$ cat src/design/slcd_defs.svh
// Constants for the software LCD pin driver control block.
// Assumes inclusion by its bare name from the package and the design.
`ifndef SLCD_DEFS_SVH
`define SLCD_DEFS_SVH

// ----------------------------------------
// Register byte offsets on the bus
// ----------------------------------------
`define SLCD_OFF_MAIN 8'h00
`define SLCD_OFF_ROLE 8'h04
`define SLCD_OFF_SEG_LOW 8'h08
`define SLCD_OFF_SEG_MID 8'h0C
`define SLCD_OFF_SEG_HIGH 8'h10

// ----------------------------------------
// Field positions
// ----------------------------------------
`define SLCD_FRAME_BIT 7
`define SLCD_ISEL_HI 6
`define SLCD_ISEL_LO 5
`define SLCD_MASTER_BIT 4
`define SLCD_SEG_HIGH_MASK 8'h03

// ----------------------------------------
// Reset values and sizes
// ----------------------------------------
`define SLCD_REG_RESET 8'h00
`define SLCD_NUM_REGS 5
`define SLCD_NUM_PINS 24
`define SLCD_NUM_COM 6

`endif

$ cat src/design/slcd_pkg.sv
// Types for the software LCD pin driver control block.
// Assumes slcd_defs.svh is on the include path.
`include "slcd_defs.svh"

package slcd_pkg;

  // ----------------------------------------
  // Drive level codes
  // ----------------------------------------
  typedef enum logic [1:0] {
    SLCD_LVL_VSS = 2'h0,
    SLCD_LVL_THIRD = 2'h1,
    SLCD_LVL_TWO_THIRD = 2'h2,
    SLCD_LVL_VDD = 2'h3
  } slcd_level_t;

  // ----------------------------------------
  // Whole state of the block
  // ----------------------------------------
  typedef struct packed {
    logic [`SLCD_NUM_REGS-1:0][7:0] regs;
    logic ack;
    logic [31:0] rdata;
    logic [`SLCD_NUM_PINS-1:0][1:0] level;
    logic [`SLCD_NUM_PINS-1:0] active;
  } slcd_state_t;

endpackage

$ cat src/design/slcd_ctrl.sv
// Control logic of the software LCD common/segment pin driver.
// Assumes a classic Wishbone master on clk_i and pin data from the same clock.
//
// Function
// - With the master enable clear every drive output sits at the ground level.
// - A per-pin enable only acts while the master enable is 1.
// - An LCD pin is driven whatever its port direction holds.
// - In frame 0 commons drive supply or one third, segments ground or two thirds.
// - In frame 1 commons drive ground or two thirds, segments supply or one third.
// - Each pin picks rail or bias level of the frame from its shared data bit.
// - The frame select is bit 7 of the main control register, 0 first frame.
// - Bits 6 to 5 of the main register pick the bias current 8.3, 16.7, 50, 100 uA.
// - Main register bits 3 to 0 hand pins 3 to 0 to the LCD when set.
// - There are six common-capable pins and twenty-four segment-capable pins.
// - Segment pins 6 to 23 are enabled by their own bits in ascending order.
// - All control registers reset to zero so LCD drive is off.
// - A role bit makes its pin a common line at 0 and a segment line at 1.
// - A segment enable bit gives the pin to the segment function when 1.
//
// Implementation choices: the Wishbone register port and the address map.
`timescale 1ns/1ps
`default_nettype none
`include "slcd_defs.svh"

module slcd_ctrl (
  input wire logic clk_i,
  input wire logic rst_i,
  input wire logic ce_i,
  input wire logic wb_cyc_i,
  input wire logic wb_stb_i,
  input wire logic wb_we_i,
  input wire logic [7:0] wb_adr_i,
  input wire logic [3:0] wb_sel_i,
  input wire logic [31:0] wb_dat_i,
  output logic [31:0] wb_dat_o,
  output logic wb_ack_o,
  input wire logic [`SLCD_NUM_PINS-1:0] pin_data_i,
  output logic [`SLCD_NUM_PINS*2-1:0] lcd_level_o,
  output logic [`SLCD_NUM_PINS-1:0] lcd_active_o,
  output logic [1:0] bias_current_o
);

  // ----------------------------------------
  // Decoding helpers
  // ----------------------------------------
  function automatic logic pin_enabled(input logic [`SLCD_NUM_REGS-1:0][7:0] r,
                                       input int k);
    logic en;
    en = 1'b0;
    if (k < 4) begin
      en = r[0][k];
    end else if (k < `SLCD_NUM_COM) begin
      en = r[1][k + 2];
    end else if (k < 14) begin
      en = r[2][k - 6];
    end else if (k < 22) begin
      en = r[3][k - 14];
    end else begin
      en = r[4][k - 22];
    end
    return en;
  endfunction

  function automatic int reg_index(input logic [7:0] adr);
    int idx;
    idx = -1;
    case (adr)
      `SLCD_OFF_MAIN: idx = 0;
      `SLCD_OFF_ROLE: idx = 1;
      `SLCD_OFF_SEG_LOW: idx = 2;
      `SLCD_OFF_SEG_MID: idx = 3;
      `SLCD_OFF_SEG_HIGH: idx = 4;
      default: idx = -1;
    endcase
    return idx;
  endfunction

  // Rail side flips with role and frame; data 1 takes the rail
  function automatic slcd_pkg::slcd_level_t level_code(input logic is_com,
                                                        input logic frame,
                                                        input logic data);
    slcd_pkg::slcd_level_t lv;
    lv = slcd_pkg::SLCD_LVL_VSS;
    if (is_com ^ frame) begin
      lv = data ? slcd_pkg::SLCD_LVL_VDD : slcd_pkg::SLCD_LVL_THIRD;
    end else begin
      lv = data ? slcd_pkg::SLCD_LVL_VSS : slcd_pkg::SLCD_LVL_TWO_THIRD;
    end
    return lv;
  endfunction

  // ----------------------------------------
  // State
  // ----------------------------------------
  slcd_pkg::slcd_state_t state;
  slcd_pkg::slcd_state_t next_state;
  logic master;
  logic frame;
  logic [`SLCD_NUM_PINS-1:0] en_vec;
  logic [`SLCD_NUM_PINS-1:0] com_vec;
  logic req;
  int widx;
  int ridx;

  assign master = state.regs[0][`SLCD_MASTER_BIT];
  assign frame = state.regs[0][`SLCD_FRAME_BIT];
  assign req = wb_cyc_i && wb_stb_i;
  assign widx = reg_index(wb_adr_i);
  assign ridx = reg_index(wb_adr_i);

  // Per-pin enable and role, six common-capable pins
  genvar g;
  generate
    for (g = 0; g < `SLCD_NUM_PINS; g++) begin : gen_pin
      assign en_vec[g] = pin_enabled(state.regs, g) && master;
      if (g < `SLCD_NUM_COM) begin : gen_com
        assign com_vec[g] = ~state.regs[1][g];
      end else begin : gen_seg
        assign com_vec[g] = 1'b0;
      end
    end
  endgenerate

  // ----------------------------------------
  // Next state
  // ----------------------------------------
  always_comb begin
    next_state = state;
    if (ce_i) begin
      // Ack one cycle after the request; write lands on the acked edge
      next_state.ack = req && !state.ack;
      if (req && !state.ack) begin
        next_state.rdata = 32'h0000_0000;
        if (ridx >= 0) begin
          next_state.rdata[7:0] = state.regs[ridx];
        end
      end
      if (req && state.ack && wb_we_i && wb_sel_i[0] && widx >= 0) begin
        next_state.regs[widx] = wb_dat_i[7:0];
        if (widx == 4) begin
          next_state.regs[4] = wb_dat_i[7:0] & `SLCD_SEG_HIGH_MASK;
        end
      end
      for (int k = 0; k < `SLCD_NUM_PINS; k++) begin
        // Active overrides the port direction of the shared pin
        next_state.active[k] = en_vec[k];
        if (en_vec[k]) begin
          next_state.level[k] = level_code(com_vec[k], frame, pin_data_i[k]);
        end else begin
          next_state.level[k] = slcd_pkg::SLCD_LVL_VSS;
        end
      end
    end
  end

  always_ff @(posedge clk_i) begin
    if (rst_i) begin
      state <= '0;
    end else begin
      state <= next_state;
    end
  end

  // ----------------------------------------
  // Outputs
  // ----------------------------------------
  assign wb_ack_o = state.ack;
  assign wb_dat_o = state.rdata;
  assign lcd_level_o = state.level;
  assign lcd_active_o = state.active;
  assign bias_current_o = state.regs[0][`SLCD_ISEL_HI:`SLCD_ISEL_LO];

  // One check per pin: a pin outside LCD duty is held at ground
  generate
    for (g = 0; g < `SLCD_NUM_PINS; g++) begin : gen_pin_chk

    end
  endgenerate
endmodule
`default_nettype wire

$ cat config.mk
export PLATFORM = sky130hd
export DESIGN_NAME = slcd_ctrl
export DESIGN_NICKNAME = d
export VERILOG_FILES = /design/src/design/slcd_pkg.sv /design/src/design/slcd_ctrl.sv
export VERILOG_INCLUDE_DIRS = /design/src /design/src/design
export SDC_FILE = /design/constraint.sdc
export NUM_CORES = 1
export LEC_CHECK = 0
export BUFFER_PORTS_ARGS = -buffer_cell sky130_fd_sc_hd__buf_4
export CAP_MARGIN = 20
export CORE_ASPECT_RATIO = 0.75
export CORE_MARGIN = 3
export CORE_UTILIZATION = 50
export CTS_CLUSTER_SIZE = 40
export DETAILED_ROUTE_END_ITERATION = 8
export HOLD_SLACK_MARGIN = 0.02
export MAX_ROUTING_LAYER = met4
export PLACE_DENSITY = 0.86
export SLEW_MARGIN = 25
export SYNTH_ARGS = -nofsm -noshare
export SYNTH_HDL_FRONTEND = slang
export SYNTH_SLANG_ARGS = --single-unit
$ cat constraint.sdc
create_clock -name clk_i -period 2.9 [get_ports clk_i]
set_input_delay 0.58 -clock clk_i [delete_from_list [all_inputs] [get_ports clk_i]]
set_output_delay 0.58 -clock clk_i [all_outputs]
set_load 0.01 [all_outputs]
==> Implementation_results.wiki, run 1 <==
{| class="wikitable"
! Metric !! Value
|-
| Clock sink count || approximately 120
|-
| Count of vias placed by the detailed router || 4,428
|-
| Ratio of cells with drive above 1 in the final layout || 0.256
|-
| Syn_area_per_cell || 9.14 µm²
|-
| Via count of the first global-routing pass || 4,339
|-
| Maximum count of clock buffers along a single path || 2
|-
| Cell variety after synth || 38
|-
| Flop and latch count out of synthesis || 121
|-
| Sequential fraction of design power || 0.425
|-
| Register area share after synthesis || 0.419
|-
| P_int || 3.09 mW
|-
| Total die area || ~13,000 µm²
|-
| Finished layout cell area || 6700 µm²
|-
| Detailed Routing Iterations Pass 1 || 5
|-
| Highest clock rate || 487 MHz
|-
| Most common cell after layout, fill and taps aside || sky130_fd_sc_hd__buf_4
|-
| Worst Setup Start Kind || flip-flop
|-
| Setup crit end kind || flip-flop
|-
| Initial standard-cell utilization of the core || 0.520
|-
| Residual DRC count || 0
|-
| DRC violation total after the first TritonRoute iteration || 293
|-
| Switching part of the total || 0.213
|-
| DRT antenna net count || 0
|-
| Final HPWL from detailed placement || 10.1 mm
|-
| Post-CTS Setup Repair Bufs || 0
|-
| Pwr/cell area || 586 nW/µm²
|-
| Hold Fails Final Rpt || 0
|-
| Unrepaired setup endpoints after global routing || no
|-
| Final wirelength || approximately 15 mm
|-
| Total number of yosys warnings || 0
|-
| Area growth from synthesis to layout || 15.9%
|-
| Number of antenna violations at the first check in global routing || 0
|-
| Required time worst endpoint || 3.23 ns
|-
| Total leakage power || between 2 and 3 nW
|-
| Peak supply drop || 0.000398 V
|-
| N_diodes || 0
|-
| Via/cell ratio || 5.42
|-
| Count of hold-fix buffers inserted at cts || 0
|-
| Worst slew margin || 0.462
|-
| Logic gate share of total power || 0.049
|-
| Number of instances in the synthesized netlist || 632
|-
| Count of flip-flops with a built-in enable after synthesis || 0
|-
| # setup viols final || 0
|-
| Number of top-level pins || 181
|-
| Area of the mapped netlist || roughly 5800 µm²
|-
| Clock tree from TritonCTS || yes
|-
| Final Wtd Congestion || 0.858
|-
| Final TNS setup || 0 ns
|-
| Cell at the root of the clock tree || sky130_fd_sc_hd__clkbuf_16
|-
| Max-slew violations || 0
|-
| Horizontal extent of the die || 130 µm
|-
| Min Clock Period, post-route || 2.05 ns
|-
| Primary FF master, synth || sky130_fd_sc_hd__dfxtp_1
|-
| Biggest fanout along the worst timing path || 22
|-
| Post-DR wirelength/cell || ~18 µm
|-
| Fin Clk Skew || 0.0107 ns
|-
| Most frequent cells in the layout || sky130_fd_sc_hd__buf_4, sky130_fd_sc_hd__dfxtp_1, sky130_fd_sc_hd__nand2_1
|-
| Switching power total || 0.836 mW
|-
| Fraction of the cycle the final worst path needs || 0.708
|-
| Biggest area contributors in the synthesized netlist || sky130_fd_sc_hd__dfxtp_1, sky130_fd_sc_hd__buf_4, sky130_fd_sc_hd__mux2i_1
|-
| Clock latency at the later pin of the worst-skew pair || around 0.4 ns
|-
| Met1 wire length || 6.52 mm
|-
| Floorplan row count || 33
|-
| Std-Cell Core Area || 11,100 µm²
|-
| # nets final || 738
|-
| Synth async-reset ratio || 0
|-
| Clock-pin slew on the worst setup and hold paths || 0.05 ns
|-
| Highest layer used for signal routing || met4
|-
| Run status || finished, final reports clean
|-
| Wire length of the first global-routing pass || 22.4 mm
|-
| Wire length on met2 || about 6.8 mm
|-
| Maximum Capacitance Violations || 0
|-
| Area fraction of the dominant cell type after synthesis || 0.419
|-
| Input/output buffers || 129
|-
| Total routing resource utilization after global routing || 0.229
|-
| Total met3 wirelength after detailed routing || 1.01 mm
|-
| CP Data Arrival Time || 2.38 ns
|-
| Share of total power in the clock network || 0.527
|-
| Placement Cell Area || ~6100 µm²
|-
| Largest net degree at the start of global routing || 74
|-
| Biggest area consumer among synthesized cells || sky130_fd_sc_hd__dfxtp_1
|-
| Count of filler cells inserted in the layout || 906
|-
| Worst Max-Slew Pin Slew || 0.805 ns
|-
| CTS-repair resized insts || 0
|-
| Congestion Overflow GR || 0
|-
| Hold/Removal Path Class || primary input to flip-flop
|-
| Die height || 99.1 µm
|-
| Number of buffers added by the clock tree synthesis step || 17
|-
| Critical Setup Path Class || flip-flop to flip-flop
|-
| H-tree level count || 4
|}
-- worst max-delay path, cell delays in order (launching register included) --
cell and delay (ns):
sky130_fd_sc_hd__dfxtp_1 0.84, sky130_fd_sc_hd__and3_1 0.76, sky130_fd_sc_hd__a22oi_1 0.20, sky130_fd_sc_hd__nor2_1 0.18
-- power groups by stage --
stage | Combinational, mW | Sequential, mW | Clock, mW
6_report | 0.191 | 1.67 | 2.07
4_1_cts | 0.188 | 1.67 | 2.08
5_1_grt | 0.205 | 1.66 | 2.15
3_3_place_gp | 0.183 | 1.70 | 0
2_1_floorplan | 0.131 | 1.70 | 0
3_5_place_dp | 0.187 | 1.70 | 0
-- path summary, 6_finish.rpt --
kind	startpoint	to	slack (ns)	cells after the start
worst min-delay path	wb_dat_i[0]	state[129]	0.44	3
worst max register to register	master	lcd_level_o[40]	0.85	3
worst min register to register	state[141]	state[141]	0.45	1
worst max-delay path	master	lcd_level_o[40]	0.85	3
-- per-layer routing --
layer | up-vias | GRT usage
met3 | 22 | 0.0633
met1 | 2140 | 0.297
met2 | 178 | 0.353
met5 | - | -
li1 | 2088 | -
met4 | 0 | 0.0607
-- synth_stat cells, drive strengths merged (6+ instances only) --
master and instances:
a21boi 8, a21oi 25, a22oi 18, a2bb2oi 6, a32o 8, a32oi 6
and2 8, buf 113, clkbuf 33, dfxtp 121, mux2i 42, nand2 49
nand2b 26, nand3 26, nor2 47, nor2b 19, o22ai 8, o2bb2ai 18
xnor2 6, xor2 24
-- metrics by stage --
stage               hold WS [ns]  setup WS (ns)  utilization  power [mW]  std cells
floorplan                  0.424          0.610            -        1.83        655
global placement           0.437          0.607        0.550        1.88        785
detailed placement         0.442          0.569        0.550        1.89        785
CTS                        0.424          0.889        0.603        3.93        817
global route               0.448          0.775        0.603        4.02        817
finish                     0.440          0.847        0.603        3.92        817
-- kinds of logic after synthesis --
group | synth area share
flip-flops | 0.419
XOR/XNOR | 0.0455
other | 0.000649
AND/OR/NAND/NOR | 0.168
multiplexers | 0.0728
AO/OA/AOI/OAI | 0.125
buffers and inverters | 0.168
-- layout make-up --
class,instances,area (µm²),share of cell area
clock inverter,8,92.6,0.0138
clock buffer,24,492,0.0734
multi-input combinational,385,2470,0.369
sequential,121,2420,0.362
timing repair buffer,136,1030,0.154
inverter,3,11.3,0.00168
tap,140,175,0.0262
-- sequential cells by signal, summed over array words and instances (netlist names) --
name	flops
lcd_level_o	48
state	36
lcd_active_o	24
wb_dat_o	8
bias_current_o	2
frame	1
master	1
wb_ack_o	1
Note: power is estimated with default switching activity, not from simulation.
==> run 2: changes to the inputs <==
Clock period 2.9 ns to 2 ns, I/O delays scaled along.
==> Implementation_results.wiki, run 2 (synthesis results as in run 1) <==
{| class="wikitable"
! Metric !! Value
|-
| Run status || finished, final reports clean (unchanged)
|-
| Detailed Routing Iterations Pass 1 || 5 (unchanged)
|-
| Layout Utilization || 0.618 (was 0.603)
|-
| Clock-pin slew on the worst setup and hold paths || 0.05 ns (about the same)
|-
| Count of vias placed by the detailed router || 4,455 (was 4,428)
|-
| Most frequent cells in the layout || sky130_fd_sc_hd__buf_4, sky130_fd_sc_hd__dfxtp_1, sky130_fd_sc_hd__nand2_1 (unchanged)
|-
| Clock latency at the later pin of the worst-skew pair || 0.41 ns (about the same)
|-
| Residual DRC count || 0 (unchanged)
|-
| Total routing resource utilization after global routing || 0.231 (was 0.229)
|-
| Placement Cell Area || 6230 µm² (was 6110 µm²)
|-
| Number of flip-flops in the largest register || 48 (unchanged)
|-
| Total die area || 12,900 µm² (unchanged)
|-
| Critical Setup Path Class || flip-flop to flip-flop (unchanged)
|-
| Required time worst endpoint || 2.32 ns (was 3.23 ns)
|-
| Post-CTS Setup Repair Bufs || 0 (unchanged)
|-
| Cell at the root of the clock tree || sky130_fd_sc_hd__clkbuf_16 (unchanged)
|-
| # setup viols final || 0 (unchanged)
|-
| Number of antenna violations at the first check in global routing || 0 (unchanged)
|-
| Hold/Removal Path Class || primary input to flip-flop (unchanged)
|-
| Via count of the first global-routing pass || 4,294 (was 4,339)
|-
| Wire length of the first global-routing pass || 22.6 mm (was 22.4 mm)
|-
| Peak supply drop || 0.000703 V (was 0.000398 V)
|-
| Most common cell after layout, fill and taps aside || sky130_fd_sc_hd__buf_4 (unchanged)
|-
| Horizontal extent of the die || 130 µm (unchanged)
|-
| Count of filler cells inserted in the layout || 883 (was 906)
|-
| Maximum Capacitance Violations || 0 (unchanged)
|-
| CP Data Arrival Time || 2.07 ns (was 2.38 ns)
|-
| Total leakage power || 2.87 nW (was 2.77 nW)
|-
| Maximum count of clock buffers along a single path || 2 (unchanged)
|-
| Initial standard-cell utilization of the core || 0.520 (unchanged)
|-
| Count of hold-fix buffers inserted at cts || 0 (unchanged)
|-
| Area growth from synthesis to layout || 18.9% (was 15.9%)
|-
| Clock tree from TritonCTS || yes (unchanged)
|-
| Via/cell ratio || 5.37 (was 5.42)
|-
| Die height || 99.1 µm (unchanged)
|-
| Number of top-level pins || 181 (unchanged)
|-
| Worst slew margin || 0.513 (was 0.462)
|-
| Congestion Overflow GR || 0 (unchanged)
|-
| Largest net degree at the start of global routing || 74 (unchanged)
|-
| Max-slew violations || 0 (unchanged)
|-
| Pwr/cell area || 874 nW/µm² (was 586 nW/µm²)
|-
| Fraction of the cycle the final worst path needs || 0.878 (was 0.708)
|-
| Clock sink count || 121 (unchanged)
|-
| Final Wtd Congestion || 0.863 (was 0.858)
|-
| Number of buffers added by the clock tree synthesis step || 17 (unchanged)
|-
| Seq. cell area || 2420 µm² (unchanged)
|-
| Hold Fails Final Rpt || 0 (unchanged)
|-
| CTS-repair resized insts || 0 (unchanged)
|-
| DRC violation total after the first TritonRoute iteration || 317 (was 293)
|-
| Unrepaired setup endpoints after global routing || no (unchanged)
|-
| N_diodes || 0 (unchanged)
|-
| Final wirelength || 14.5 mm (about the same)
|-
| Floorplan row count || 33 (unchanged)
|-
| DRT antenna net count || 0 (unchanged)
|-
| Min Clock Period, post-route || 1.76 ns (was 2.05 ns)
|-
| Final HPWL from detailed placement || 10.4 mm (was 10.1 mm)
|-
| Setup crit end kind || flip-flop (unchanged)
|-
| Final TNS setup || 0 ns (unchanged)
|-
| H-tree level count || 4 (unchanged)
|-
| Area of the multi-input gates || 2470 µm² (unchanged)
|-
| Post-DR wirelength/cell || 17.5 µm (was 17.8 µm)
|-
| Worst Max-Slew Pin Slew || 0.730 ns (was 0.805 ns)
|-
| Biggest fanout along the worst timing path || 4 (was 22)
|-
| Ratio of cells with drive above 1 in the final layout || 0.271 (was 0.256)
|-
| Std-Cell Core Area || 11,100 µm² (unchanged)
|-
| # nets final || 752 (was 738)
|-
| Fin Clk Skew || 0.0104 ns (was 0.0107 ns)
|-
| Input/output buffers || 129 (unchanged)
|-
| Worst Setup Start Kind || flip-flop (unchanged)
|-
| Finished layout cell area || 6870 µm² (was 6700 µm²)
|-
| Highest clock rate || 570 MHz (was 487 MHz)
|}
## run 2: metal layers
layer | share of wire | vias to the layer above | track usage | wire [µm]
li1 | - | 2112 | - | -
met1 | 0.45 | 2163 | 0.305 | 6550
met2 | 0.48 | 170 | 0.362 | 6960
met3 | 0.061 | 10 | 0.0607 | 879
met4 | 0.0073 | 0 | 0.0423 | 106
met5 | 0 | - | - | 0
## run 2: worst paths after layout
| kind | end | start | cells past startpoint | slack, ns |
|---|---|---|---|---|
| worst min-delay path | state[121] | wb_dat_i[0] | 3 | 0.25 |
| worst max register to register | master | wb_ack_o | 5 | 0.24 |
| worst min register to register | state[142] | state[142] | 1 | 0.46 |
| worst max-delay path | master | wb_ack_o | 5 | 0.24 |
## run 2: power breakdown
group	total (mW)	switching (mW)	internal, mW
Clock	3.30	1.02	2.29
Combinational	0.287	0.176	0.111
Sequential	2.42	0.000955	2.41
Total	6.00	1.19	4.81
## run 2: stage by stage
stage	worst slack, ns	power, mW	hold slack, ns	cells
5_1_grt	0.0188	6.17	0.250	829
4_1_cts	0.239	6.03	0.248	829
3_5_place_dp	-0.0346	2.75	0.440	799
6_report	0.244	6.00	0.251	829
2_1_floorplan	0.0419	2.66	0.424	655
3_3_place_gp	-0.0162	2.74	0.437	799
## run 2: final cells by class
cell class	instances	share of cell area
multi-input combinational	385	0.359
sequential	121	0.353
timing repair buffer	150	0.168
clock buffer	21	0.0685
tap	140	0.0255
clock inverter	9	0.0248
inverter	3	0.00164
## run 2: critical path: stages, from the launching register on
cell                      delay, ns
sky130_fd_sc_hd__dfxtp_1       0.38
sky130_fd_sc_hd__nand4_1       0.30
sky130_fd_sc_hd__nor3_1        0.40
sky130_fd_sc_hd__and2_1        0.21
sky130_fd_sc_hd__buf_4         0.16
sky130_fd_sc_hd__mux2i_1       0.23
